`src/design/cdcs_pkg.sv`:
```
// Package for the chained DMA control and status block.
// Assumes one application clock and a synchronous active-low reset.
package cdcs_pkg;

   ////////////////////////////////////////////////////////////////////////////
   // Register byte offsets within the control/status BAR window
   localparam logic [7:0] OFF_WR_CTRL = 8'h00;
   localparam logic [7:0] OFF_WR_BASE_HI = 8'h04;
   localparam logic [7:0] OFF_WR_BASE_LO = 8'h08;
   localparam logic [7:0] OFF_WR_LAST = 8'h0C;
   localparam logic [7:0] OFF_RD_CTRL = 8'h10;
   localparam logic [7:0] OFF_RD_BASE_HI = 8'h14;
   localparam logic [7:0] OFF_RD_BASE_LO = 8'h18;
   localparam logic [7:0] OFF_RD_LAST = 8'h1C;
   localparam logic [7:0] OFF_WR_STAT_HI = 8'h20;
   localparam logic [7:0] OFF_WR_STAT_LO = 8'h24;
   localparam logic [7:0] OFF_RD_STAT_HI = 8'h28;
   localparam logic [7:0] OFF_RD_STAT_LO = 8'h2C;
   localparam logic [7:0] OFF_ERR_STAT = 8'h30;

   ////////////////////////////////////////////////////////////////////////////
   // Control and status field bit positions
   localparam int CTL_IRQ_EN_BIT = 17;
   localparam int CTL_WB_EN_BIT = 18;
   localparam int CTL_VEC_LSB = 20;
   localparam int CTL_VEC_MSB = 24;
   localparam int CTL_TC_LSB = 28;
   localparam int CTL_TC_MSB = 30;
   localparam int CTL_LOOP_BIT = 31;
   localparam int STAT_FIFO_EMPTY_BIT = 16;

   // Target memory size, and progress location in the table header
   localparam int TGT_MEM_BYTES = 32768;
   localparam int TGT_ADDR_W = 15;
   localparam logic [63:0] HDR_PROGRESS_OFF = 64'h0000_0000_0000_000C;

   localparam logic [31:0] CTRL_RESET = 32'h0000_0000;
   localparam logic [31:0] CNT_RESET = 32'h0000_0000;

   ////////////////////////////////////////////////////////////////////////////
   // BAR hit vector index
   typedef enum logic [2:0] {
      BAR_0, BAR_1, BAR_2, BAR_3, BAR_4, BAR_5
   } cdcs_bar_t;

   // Incoming host memory request
   typedef struct packed {
      logic valid;
      logic write;
      logic [5:0] bar_hit;
      logic [31:0] addr;
      logic [31:0] wdata;
   } cdcs_req_t;

   // Per-engine settings presented to the DMA engine
   typedef struct packed {
      logic [15:0] desc_count;
      logic [15:0] last_index;
      logic [63:0] table_base;
      logic irq_enable;
      logic writeback_enable;
      logic [4:0] vector;
      logic [2:0] tclass;
      logic loop_forever;
   } cdcs_cfg_t;

   // Per-engine progress from the DMA engine
   typedef struct packed {
      logic start;
      logic desc_done;
      logic [15:0] done_index;
      logic fifo_empty;
   } cdcs_prog_t;

endpackage

```
`src/design/cdcs_regs.sv`:
```
// Control/status register set and BAR routing for a chained DMA endpoint.
// Assumes the transaction layer presents one decoded request per cycle and
// accepts one completion per cycle; the DMA engines sample cfg outputs.
//
// Function
// BAR0/1/4/5 and pairs route to 32 KByte target memory, skipping DMA.
// BAR2/3 and pair route to the DMA register space of 256 bytes.
// Host never targets expansion ROM or I/O BARs; unimplemented.
// Offsets are byte offsets from BAR2/BAR3 base; registers 32 bits.
// Control word 0x0/0x10: control field 31:16, descriptor count 15:0.
// Write words 0x4/0x8 hold upper/lower write table base address.
// Read words 0x14/0x18 hold upper/lower read table base address.
// Words 0xC/0x1C carry last descriptor index in 15:0, rest reserved.
// All eight control words read back their last written value.
// Bit 17 set: interrupt per completed descriptor; clear: none.
// Bit 18 set: write completed descriptor number back to host table.
// Bits 24:20 drive interrupt vector; default read 0, write 1.
// Bits 30:28 drive interrupt traffic class, default zero.
// Bit 31 clear stops at last descriptor; set loops until cleared.
// Status words 0x20-0x30 are read-only; writes ignored.
// 0x2C: tag limit in top byte plus read cycle counter.
// 0x30 counts ECRC errors only while ECRC forwarding enabled.
// Status high: last completed descriptor 15:0, FIFO empty bit 16.
// Progress write-back targets header offset 0xC in host memory.
// 0x24: target address width top byte plus write cycle counter.
// Reads answered with completion; writes take effect next cycle.
`timescale 1ns/1ps
`default_nettype none

module cdcs_regs
   import cdcs_pkg::*;
#(
   parameter int CNT_W = 24,
   parameter logic [7:0] TAG_LIMIT = 8'h20
) (
   input wire logic core_clk_i,
   input wire logic rst_n_i,
   input wire cdcs_req_t req_i,
   input wire cdcs_prog_t wr_prog_i,
   input wire cdcs_prog_t rd_prog_i,
   input wire logic ecrc_fwd_en_i,
   input wire logic ecrc_err_i,
   output logic cpl_valid_o,
   output logic [31:0] cpl_data_o,
   output logic tgt_valid_o,
   output logic tgt_write_o,
   output logic [TGT_ADDR_W-1:0] tgt_addr_o,
   output logic [31:0] tgt_wdata_o,
   output cdcs_cfg_t wr_cfg_o,
   output cdcs_cfg_t rd_cfg_o,
   output logic wr_irq_req_o,
   output logic rd_irq_req_o,
   output logic wb_valid_o,
   output logic [63:0] wb_addr_o,
   output logic [31:0] wb_data_o,
   output logic [4:0] app_interrupt_vector_o,
   output logic [2:0] app_interrupt_class_o
);

   ////////////////////////////////////////////////////////////////////////////
   // Decode
   logic hit_tgt;
   logic hit_csr;
   logic [7:0] off;
   logic csr_wr;
   logic csr_rd;

   // Both bits of a 64-bit pair may be set; either one routes
   // BARs 0,1,4,5 to target memory; ROM and I/O BARs never hit here
   assign hit_tgt = req_i.valid & (req_i.bar_hit[BAR_0] | req_i.bar_hit[BAR_1] |
                    req_i.bar_hit[BAR_4] | req_i.bar_hit[BAR_5]);
   assign hit_csr = req_i.valid & (req_i.bar_hit[BAR_2] | req_i.bar_hit[BAR_3])
                    & ~hit_tgt;
   // 256-byte window, word aligned
   assign off = {req_i.addr[7:2], 2'b00};
   assign csr_wr = hit_csr & req_i.write;
   assign csr_rd = hit_csr & ~req_i.write;

   ////////////////////////////////////////////////////////////////////////////
   // Control words
   logic [31:0] wr_ctrl_reg, wr_base_hi_reg, wr_base_lo_reg, wr_last_reg;
   logic [31:0] rd_ctrl_reg, rd_base_hi_reg, rd_base_lo_reg, rd_last_reg;

   // Vector defaults: read engine 0, write engine 1
   localparam logic [31:0] WR_CTRL_RESET = CTRL_RESET | (32'h1 << CTL_VEC_LSB);

   always_ff @(posedge core_clk_i) begin
      if (!rst_n_i) begin
         wr_ctrl_reg <= WR_CTRL_RESET;
         wr_base_hi_reg <= CTRL_RESET;
         wr_base_lo_reg <= CTRL_RESET;
         wr_last_reg <= CTRL_RESET;
         rd_ctrl_reg <= CTRL_RESET;
         rd_base_hi_reg <= CTRL_RESET;
         rd_base_lo_reg <= CTRL_RESET;
         rd_last_reg <= CTRL_RESET;
      end else if (csr_wr) begin
         // Visible to engines two cycles after the write
         case (off)
            OFF_WR_CTRL: wr_ctrl_reg <= req_i.wdata;
            OFF_WR_BASE_HI: wr_base_hi_reg <= req_i.wdata;
            OFF_WR_BASE_LO: wr_base_lo_reg <= req_i.wdata;
            OFF_WR_LAST: wr_last_reg <= req_i.wdata;
            OFF_RD_CTRL: rd_ctrl_reg <= req_i.wdata;
            OFF_RD_BASE_HI: rd_base_hi_reg <= req_i.wdata;
            OFF_RD_BASE_LO: rd_base_lo_reg <= req_i.wdata;
            OFF_RD_LAST: rd_last_reg <= req_i.wdata;
            default: ; // Status words ignore writes
         endcase
      end
   end

   function automatic cdcs_cfg_t pack_cfg(input logic [31:0] ctl,
                                          input logic [31:0] hi,
                                          input logic [31:0] lo,
                                          input logic [31:0] last);
      cdcs_cfg_t c;
      c.desc_count = ctl[15:0];
      c.last_index = last[15:0];
      c.table_base = {hi, lo};
      c.irq_enable = ctl[CTL_IRQ_EN_BIT];
      c.writeback_enable = ctl[CTL_WB_EN_BIT];
      c.vector = ctl[CTL_VEC_MSB:CTL_VEC_LSB];
      c.tclass = ctl[CTL_TC_MSB:CTL_TC_LSB];
      c.loop_forever = ctl[CTL_LOOP_BIT];
      return c;
   endfunction

   // One cycle behind the registers; engines see a write two cycles after it
   always_ff @(posedge core_clk_i) begin
      if (!rst_n_i) begin
         wr_cfg_o <= '0;
         rd_cfg_o <= '0;
      end else begin
         wr_cfg_o <= pack_cfg(wr_ctrl_reg, wr_base_hi_reg, wr_base_lo_reg, wr_last_reg);
         rd_cfg_o <= pack_cfg(rd_ctrl_reg, rd_base_hi_reg, rd_base_lo_reg, rd_last_reg);
      end
   end

   ////////////////////////////////////////////////////////////////////////////
   // Progress status and performance counters
   logic [15:0] wr_done_reg, rd_done_reg;
   logic wr_empty_reg, rd_empty_reg;
   logic [CNT_W-1:0] wr_cyc_reg, rd_cyc_reg;
   logic wr_run_reg, rd_run_reg;
   logic [31:0] ecrc_cnt_reg;

   // Counting stops on the final descriptor unless looping
   // Start wins over a coincident final descriptor
   function automatic logic run_next(input logic run, input cdcs_prog_t p,
                                     input logic [15:0] last, input logic loop);
      if (p.start) begin
         return 1'b1;
      end else if (p.desc_done && p.done_index == last && !loop) begin
         return 1'b0;
      end else begin
         return run;
      end
   endfunction

   // Saturates instead of wrapping, so a long run never reads as short
   function automatic logic [CNT_W-1:0] cyc_next(input logic [CNT_W-1:0] cyc,
                                                 input logic run,
                                                 input logic start);
      if (start) begin
         return '0;
      end else if (run && cyc != {CNT_W{1'b1}}) begin
         return cyc + 1'b1;
      end else begin
         return cyc;
      end
   endfunction

   always_ff @(posedge core_clk_i) begin
      if (!rst_n_i) begin
         wr_run_reg <= 1'b0;
         rd_run_reg <= 1'b0;
         wr_cyc_reg <= '0;
         rd_cyc_reg <= '0;
      end else begin
         wr_run_reg <= run_next(wr_run_reg, wr_prog_i, wr_last_reg[15:0],
                                wr_ctrl_reg[CTL_LOOP_BIT]);
         rd_run_reg <= run_next(rd_run_reg, rd_prog_i, rd_last_reg[15:0],
                                rd_ctrl_reg[CTL_LOOP_BIT]);
         wr_cyc_reg <= cyc_next(wr_cyc_reg, wr_run_reg, wr_prog_i.start);
         rd_cyc_reg <= cyc_next(rd_cyc_reg, rd_run_reg, rd_prog_i.start);
      end
   end

   always_ff @(posedge core_clk_i) begin
      if (!rst_n_i) begin
         wr_done_reg <= '0;
         rd_done_reg <= '0;
         wr_empty_reg <= 1'b1;
         rd_empty_reg <= 1'b1;
      end else begin
         if (wr_prog_i.desc_done) begin
            wr_done_reg <= wr_prog_i.done_index;
         end
         if (rd_prog_i.desc_done) begin
            rd_done_reg <= rd_prog_i.done_index;
         end
         wr_empty_reg <= wr_prog_i.fifo_empty;
         rd_empty_reg <= rd_prog_i.fifo_empty;
      end
   end

   always_ff @(posedge core_clk_i) begin
      if (!rst_n_i) begin
         // Saturating count; only reset clears it
         ecrc_cnt_reg <= CNT_RESET;
      end else if (ecrc_fwd_en_i && ecrc_err_i && ecrc_cnt_reg != 32'hFFFF_FFFF) begin
         ecrc_cnt_reg <= ecrc_cnt_reg + 32'h1;
      end
   end

   ////////////////////////////////////////////////////////////////////////////
   // Per-descriptor interrupt and progress write-back
   always_ff @(posedge core_clk_i) begin
      if (!rst_n_i) begin
         wr_irq_req_o <= 1'b0;
         rd_irq_req_o <= 1'b0;
         // Levels: they keep the last request's vector and class
         app_interrupt_vector_o <= '0;
         app_interrupt_class_o <= '0;
      end else begin
         wr_irq_req_o <= wr_prog_i.desc_done & wr_ctrl_reg[CTL_IRQ_EN_BIT];
         rd_irq_req_o <= rd_prog_i.desc_done & rd_ctrl_reg[CTL_IRQ_EN_BIT];
         // Read engine wins the vector when both finish together
         if (rd_prog_i.desc_done && rd_ctrl_reg[CTL_IRQ_EN_BIT]) begin
            app_interrupt_vector_o <= rd_ctrl_reg[CTL_VEC_MSB:CTL_VEC_LSB];
            app_interrupt_class_o <= rd_ctrl_reg[CTL_TC_MSB:CTL_TC_LSB];
         end else if (wr_prog_i.desc_done && wr_ctrl_reg[CTL_IRQ_EN_BIT]) begin
            app_interrupt_vector_o <= wr_ctrl_reg[CTL_VEC_MSB:CTL_VEC_LSB];
            app_interrupt_class_o <= wr_ctrl_reg[CTL_TC_MSB:CTL_TC_LSB];
         end
      end
   end

   logic wb_wr_hit, wb_rd_hit;
   logic wb_pend_reg;
   logic [15:0] wb_pend_idx_reg;

   assign wb_wr_hit = wr_prog_i.desc_done & wr_ctrl_reg[CTL_WB_EN_BIT];
   assign wb_rd_hit = rd_prog_i.desc_done & rd_ctrl_reg[CTL_WB_EN_BIT];

   // One write-back per cycle; a coincident write-engine one is held until a cycle with no read-engine one
   always_ff @(posedge core_clk_i) begin
      if (!rst_n_i) begin
         wb_valid_o <= 1'b0;
         wb_addr_o <= '0;
         wb_data_o <= '0;
         wb_pend_reg <= 1'b0;
         wb_pend_idx_reg <= '0;
      end else begin
         wb_valid_o <= wb_rd_hit | wb_wr_hit | wb_pend_reg;
         // Write-engine entry waits while the slot is taken; a newer one arriving with a read hit replaces it
         wb_pend_reg <= (wb_wr_hit & (wb_rd_hit | wb_pend_reg)) | (wb_pend_reg & wb_rd_hit);
         if (wb_wr_hit) begin
            wb_pend_idx_reg <= wr_prog_i.done_index;
         end
         if (wb_rd_hit) begin
            wb_addr_o <= {rd_base_hi_reg, rd_base_lo_reg} + HDR_PROGRESS_OFF;
            wb_data_o <= {16'h0000, rd_prog_i.done_index};
         end else if (wb_pend_reg) begin
            wb_addr_o <= {wr_base_hi_reg, wr_base_lo_reg} + HDR_PROGRESS_OFF;
            wb_data_o <= {16'h0000, wb_pend_idx_reg};
         end else if (wb_wr_hit) begin
            wb_addr_o <= {wr_base_hi_reg, wr_base_lo_reg} + HDR_PROGRESS_OFF;
            wb_data_o <= {16'h0000, wr_prog_i.done_index};
         end
      end
   end

   ////////////////////////////////////////////////////////////////////////////
   // Target memory forward and read completions
   logic [31:0] rd_mux;
   logic [7:0] addr_w8;
   logic [CNT_W-1:0] cnt_sat_w, cnt_sat_r;

   assign addr_w8 = 8'(TGT_ADDR_W);
   assign cnt_sat_w = wr_cyc_reg;
   assign cnt_sat_r = rd_cyc_reg;

   // Unmapped offsets read as zero rather than aliasing a register
   always_comb begin
      case (off)
         OFF_WR_CTRL: rd_mux = wr_ctrl_reg;
         OFF_WR_BASE_HI: rd_mux = wr_base_hi_reg;
         OFF_WR_BASE_LO: rd_mux = wr_base_lo_reg;
         OFF_WR_LAST: rd_mux = wr_last_reg;
         OFF_RD_CTRL: rd_mux = rd_ctrl_reg;
         OFF_RD_BASE_HI: rd_mux = rd_base_hi_reg;
         OFF_RD_BASE_LO: rd_mux = rd_base_lo_reg;
         OFF_RD_LAST: rd_mux = rd_last_reg;
         OFF_WR_STAT_HI: rd_mux = {15'h0000, wr_empty_reg, wr_done_reg};
         OFF_WR_STAT_LO: rd_mux = {addr_w8, 24'(cnt_sat_w)};
         OFF_RD_STAT_HI: rd_mux = {15'h0000, rd_empty_reg, rd_done_reg};
         OFF_RD_STAT_LO: rd_mux = {TAG_LIMIT, 24'(cnt_sat_r)};
         OFF_ERR_STAT: rd_mux = ecrc_cnt_reg;
         default: rd_mux = 32'h0000_0000;
      endcase
   end

   always_ff @(posedge core_clk_i) begin
      if (!rst_n_i) begin
         cpl_valid_o <= 1'b0;
         cpl_data_o <= '0;
      end else begin
         // Data zero between completions so stale reads cannot leak
         cpl_valid_o <= csr_rd;
         cpl_data_o <= csr_rd ? rd_mux : 32'h0000_0000;
      end
   end

   always_ff @(posedge core_clk_i) begin
      if (!rst_n_i) begin
         tgt_valid_o <= 1'b0;
         tgt_write_o <= 1'b0;
         tgt_addr_o <= '0;
         tgt_wdata_o <= '0;
      end else begin
         tgt_valid_o <= hit_tgt;
         tgt_write_o <= hit_tgt & req_i.write;
         // Bits above the 32 KByte window are dropped, so accesses alias
         tgt_addr_o <= req_i.addr[TGT_ADDR_W-1:0];
         tgt_wdata_o <= req_i.wdata;
      end
   end

endmodule

`default_nettype wire

```
`config.mk`:
```
export PLATFORM = sky130hd
export DESIGN_NAME = cdcs_regs
export DESIGN_NICKNAME = d
export VERILOG_FILES = /design/src/design/cdcs_pkg.sv /design/src/design/cdcs_regs.sv
export SDC_FILE = /design/constraint.sdc
export NUM_CORES = 1
export LEC_CHECK = 0
export BUFFER_PORTS_ARGS = -buffer_cell sky130_fd_sc_hd__buf_4
export CAP_MARGIN = 20
export CORE_MARGIN = 3
export CORE_UTILIZATION = 60
export CTS_CLUSTER_SIZE = 28
export DETAILED_ROUTE_END_ITERATION = 6
export MAX_ROUTING_LAYER = met4
export PLACE_DENSITY_LB_ADDON = 0.08
export SLEW_MARGIN = 20
export SYNTH_ARGS = -nofsm -noshare
export SYNTH_HDL_FRONTEND = slang
export SYNTH_SLANG_ARGS = --single-unit
export TNS_END_PERCENT = 30
```
`constraint.sdc`:
```
create_clock -name core_clk_i -period 9.14 [get_ports core_clk_i]
set_input_delay 1.371 -clock core_clk_i [delete_from_list [all_inputs] [get_ports core_clk_i]]
set_output_delay 1.371 -clock core_clk_i [all_outputs]
set_load 0.02 [all_outputs]
```
=== Yosys cells after proc, flatten, opt, wreduce, memory -nomap -nowiden ===
Cells that the tools add are included.

* Input port bits: 114
* Register bits after elaboration: 776
* Logic and storage cells: 136
* Output and inout bits: 403

* Equal/unequal tests: 17
* Multiplexer cells: 15
* Add/subtract/negate cells: 5
* Reductions and logical operators: 28
* Bitwise logic cells: 23

{| class="wikitable"
|+ Operator list
! cell !! number
|-
| 32-bit case mux with 13 select lines || 1
|-
| 64-bit two-way mux || 3
|-
| 64-bit by 4-bit adder with 64-bit output, second input constant || 2
|-
| 24-bit by 1-bit adder with 24-bit output, second input constant || 2
|-
| 16-bit two-way mux || 3
|-
| 24-bit inequality test, second input constant || 2
|-
| 32-bit by 1-bit adder with 32-bit output, second input constant || 1
|-
| 16-bit equality test || 2
|-
| 32-bit inequality test, second input constant || 1
|-
| 6-bit by 4-bit equality test with 1-bit output, second input constant || 5
|-
| 6-bit by 3-bit equality test with 1-bit output, second input constant || 4
|-
| 2-bit AND reduction || 9
|-
| 1-bit AND || 12
|-
| 6-bit by 2-bit equality test with 1-bit output, second input constant || 2
|-
| 1-bit logical AND || 10
|-
| 5-bit two-way mux || 2
|-
| 8-bit logical NOT || 1
|-
| 1-bit bitwise OR || 8
|-
| 6-bit by 1-bit equality test with 1-bit output, second input constant || 1
|-
| 3-bit two-way mux || 2
|-
| 2-bit nonzero test || 3
|-
| 1-bit two-way mux || 4
|-
| 2-bit OR reduction || 2
|-
| 1-bit inverter || 3
|-
| other kinds (2) || 3
|}

=== Longest topological paths before layout ===
* Depth after elaboration: 8
* Mapped depth: 18
* Mapped depth without buffers: 8

=== Worst setup path before layout ===
No wires, ideal clock.

* Kind: input port to flip-flop
* Start: input port rd_prog_i[17] (netlist name)
* End: register wb_addr_o[44]
* Setup slack: 4.060 ns
* Arrival time: 4.957 ns
* Data required time: 9.018 ns
* Setup time: 0.122 ns
* Cell stages on the path: 17
* Buffers on the path: 9
* Cell sequence: and2_4 -> buf_6 -> buf_2 -> buf_2 -> buf_4 -> buf_2 -> buf_1 -> buf_2 -> mux2i_1 -> ha_1 -> a2111o_1 -> buf_6 -> a2111oi_4 -> nand2_2 -> buf_2 -> o31a_1 -> a311o_1

* Word-level cells in the longest chain between the ends: 2
* Elaborated cells on any way between the ends: 3
* Those cells by class: 1 x mux; 1 x bitwise; 1 x reduce/logical

{| class="wikitable"
|+ RTL lines
! what !! RTL line !! source
|-
| from (decl) || cdcs_regs.sv:40 || <nowiki>input wire cdcs_prog_t rd_prog_i,</nowiki>
|-
| 1-bit AND * || cdcs_regs.sv:245 || <nowiki>assign wb_rd_hit = rd_prog_i.desc_done & rd_ctrl_reg[CTL_WB_EN_BIT];</nowiki>
|-
| 3-bit nonzero test (no line) / 64-bit two-way mux (equally long branches) || -- ||
|-
| to (signal assigned) || cdcs_regs.sv:263 || <nowiki>wb_addr_o <= {rd_base_hi_reg, rd_base_lo_reg} + HDR_PROGRESS_OFF;</nowiki>
|-
| to (signal assigned) || cdcs_regs.sv:266 || <nowiki>wb_addr_o <= {wr_base_hi_reg, wr_base_lo_reg} + HDR_PROGRESS_OFF;</nowiki>
|-
| to (signal assigned) || cdcs_regs.sv:269 || <nowiki>wb_addr_o <= {wr_base_hi_reg, wr_base_lo_reg} + HDR_PROGRESS_OFF;</nowiki>
|-
| to (decl) || cdcs_regs.sv:54 || <nowiki>output logic [63:0] wb_addr_o,</nowiki>
|}

Every way passes the cells marked *; elsewhere a longest branch is shown, timed or not.
A chain may end at the register's enable or synchronous reset.

=== Final worst setup path ===
* Start: input port rd_prog_i[17] (netlist name)
* End: register wb_addr_o[50]

Same word-level chain as after synthesis.

==> summary.txt <==
Setup path
  – Reg2reg start: rd_ctrl_reg[18]$_SDFFE_PN0P_
  – CP Class: in2reg
  – Req. time, crit path: 9.71 ns
  – Startpoint types: input pin
  – Worst Path Max Fanout: 41
  – CP Capture Type: flop
  – Crit path launch: rd_prog_i[17]
  – CP arrival: 5.49 ns

Final layout
  – Area growth syn-to-layout: 20.79%
  – Layout cells sized above 1: 18.20%
  – # nets final: 4077
  – Largest regs: rd_cfg_o x107, wr_cfg_o x107, wb_addr_o x64
  – Fill cell count: 3847

STA
  – Final worst-path cycle share: 53.77%
  – Final setup viols: 0
  – Max_slew headroom: 20.64%
  – RSZ-0062 raised after global routing: false
  – Minimum hold slack: around 0.46 ns
  – Tmin final: a little under 5 ns
  – Final Slew Violations: 0
  – Slew @ Worst Pin: 1.189 ns
  – Fmax: 203.5 MHz
  – Hold Violations, Final: 0
  – Clock skew: 0.03144 ns
  – Setup tns final: 0 ns

Clock network
  – H-Tree Depth: 3
  – Post-CTS setup repair buffer count: 0
  – TritonCTS buffer count: 76
  – Clock Sinks: a little under 800
  – CTS tree: done
  – Root Buffer Master: clkbuf_16
  – CTS Hold Bufs: 0
  – Clk buf depth: 3
  – Clock latency at the later pin of the worst-skew pair: ~0.64 ns
  – Gates resized, CTS repair: 0
  – CTS clk-pin slew, worst paths: 0.07 ns

Detailed routing
  – DRC violations left: 0
  – Drt via density: 6.448
  – DR iter-0 viols: 4347
  – Post-Route WL: 122100 um
  – DR vias: 30338
  – WL per Instance: 25.96 um
  – Detail Route Antenna Nets: 0
  – First drt pass iteration count: 7

Die
  – Die Ht: 234.6 um
  – Die area: 55030 um2
  – I/O Pins: just over 500
  – Die width: around 230 um
  – Std cell rows: 83
  – Core area: 51510 um2
  – Initial Utilization: 60.87%

Pwr
  – Worst IR drop on VDD: 0.0001600 V
  – Clock Power Share: 48.0%
  – P_int: 0.005514 W
  – P_sw: 0.001581 W
  – LEAKAGE: about 14 nW
  – Sequential share of power: 48.2%
  – Switching share of power: 22.28%
  – Pwr/cell area: 187.3 nW/um2
  – Proportion of power drawn by combinational gates: 3.9%

Outcome
  – Status: finished, final reports clean

Global route
  – GR Util All Layers: 43.98%
  – Largest net degree at the start of global routing: about 190
  – Vias in the first global route: 28285
  – Global-route wire length before repair: 176500 um
  – Total congestion overflow: 0
  – Initial antenna violation count: 4

Logic synthesis
  – Syn Inst Count: 3632
  – Yosys warning count: 0
  – Syn Area/Cell: 8.632 um2
  – Seq cells post-synth: 776
  – Synth top area cells: dfxtp_1 50%, nand2_1 9.4%, a21oi_1 5.7%
  – Leading area contributor after synthesis: dfxtp_1
  – Asr flop ratio synth: 0%
  – Ys flop type: dfxtp_1
  – Area share of the largest cell type after synthesis: 49.55%
  – Post-synthesis sequential area ratio: 49.55%
  – Mapped Area: 31350 um2
  – Yosys cell types: between 60 and 70
  – Post-synth EDFFs: 0

Flow run
  – Max cap viols: 0

Place
  – Post-DP HPWL: about 85000 um
  – Routability cong.: 1.024
  – Port Buffer Count: 483

Worst hold path
  – Hold WC Path Type: reg2reg
  – Hold path start: wr_ctrl_reg[16]$_SDFFE_PN0P_
[final timing paths]
| kind | cells past startpoint | slack [ns] | to |
|---|---|---|---|
| setup reg to reg | 9 | 5.03 | wb_addr_o[50]$_SDFFE_PN0P_ |
| setup / recovery | 10 | 4.23 | wb_addr_o[50]$_SDFFE_PN0P_ |
| hold reg to reg | 2 | 0.46 | wr_ctrl_reg[16]$_SDFFE_PN0P_ |
| hold / removal | 2 | 0.46 | wr_ctrl_reg[16]$_SDFFE_PN0P_ |
[cell usage after synthesis, drive strengths merged (5+ instances only)]
cell and count:
nand2 785, dfxtp 776, a21oi 355, and2 274, clkbuf 237, nor2 165
nand3 127, mux2i 106, o21ai 84, nand4 65, buf 62, xor2 62
xnor2 56, and3 37, nor3 37, a31oi 36, a22oi 33, a221oi 32
or3 32, o211ai 27, mux4 24, a222oi 21, nor4 21, mux2 20
a22o 16, and4 16, nand2b 14, a311oi 12, inv 12, o311ai 11
o2111ai 9, a311o 8, a211oi 6, nor4b 5, or4 5
[layer usage]
layer,up-vias,track usage [%],wire [um]
met3,701,8.192,13870
met5,-,-,0
met4,0,32.05,11170
li1,13092,-,-
met1,14216,52.48,42760
met2,2329,66.73,54320
[stage by stage]
step / area (um2) / util [%] / power [W] / setup WS (ns) / cells
2_1_floorplan: 31410 / - / 0.003640 / 4.060 / 3647
5_1_grt: 37860 / 73.50 / 0.007255 / 4.083 / 4701
6_report: 37870 / 73.52 / 0.007095 / 4.225 / 4705
4_1_cts: 37840 / 73.46 / 0.007085 / 4.395 / 4695
3_3_place_gp: 35130 / 68.20 / 0.003750 / 3.789 / 4559
3_5_place_dp: 35130 / 68.20 / 0.003756 / 3.747 / 4559
[logic make-up after synthesis]
family	synth area share [%]
AND/OR/NAND/NOR	24.02
buffers and inverters	4.074
other	0.01196
flip-flops	49.55
AO/OA/AOI/OAI	13.06
multiplexers	5.827
adder cells (fa/ha/maj)	0.1596
XOR/XNOR	3.296
[power by group through the flow]
stage	clock (W)	combinational (W)	sequential [W]
2_1_floorplan	0	0.000138	0.00350
3_3_place_gp	0	0.000259	0.00349
3_5_place_dp	0	0.000264	0.00349
4_1_cts	0.00340	0.000265	0.00342
5_1_grt	0.00355	0.000284	0.00342
6_report	0.00340	0.000273	0.00342
[worst max-delay path: stages]
cell,delay [ns]
buf_4,0.33
and2_4,0.52
buf_4,0.45
buf_4,0.53
mux2_2,0.32
nand3_1,0.15
a2111oi_4,0.53
nand3_1,0.49
or4_1,0.63
nand3_1,0.10
[final cells by class]
| type | count | area [um2] | area share (%) |
|---|---|---|---|
| Sequential cell | 776 | 15540 | 41.02 |
| Tap cell | 680 | 850.8 | 2.247 |
| Timing Repair Buffer | 533 | 4030 | 10.64 |
| Clock inverter | 31 | 513.0 | 1.355 |
| Clock buffer | 105 | 2193 | 5.792 |
| Multi-Input combinational cell | 2560 | 14680 | 38.75 |
| Antenna cell | 8 | 20.02 | 0.05286 |
| Inverter | 12 | 52.55 | 0.1388 |
[cell usage in the layout, fill, tap and decap left out, types with 12 or more instances in the layout]
cell type	n
and3_1	37
dfxtp_1	775
a311oi_1	12
clkbuf_16	78
xnor2_1	56
nand2b_1	14
nand2_1	780
a22o_1	16
xor2_1	62
o21ai_0	83
mux4_2	24
clkbuf_8	15
a21oi_1	355
mux2i_1	106
nor4_1	19
nand3_1	126
or3_1	31
a221oi_1	32
and2_1	273
bufinv_16	12
buf_4	528
o211ai_1	27
a222oi_1	21
a22oi_1	33
and4_1	16
conb_1	16
nor2_1	164
mux2_2	20
nor3_1	28
a31oi_1	36
clkbuf_1	13
nand4_1	65
(Power assumes the default switching activity.)
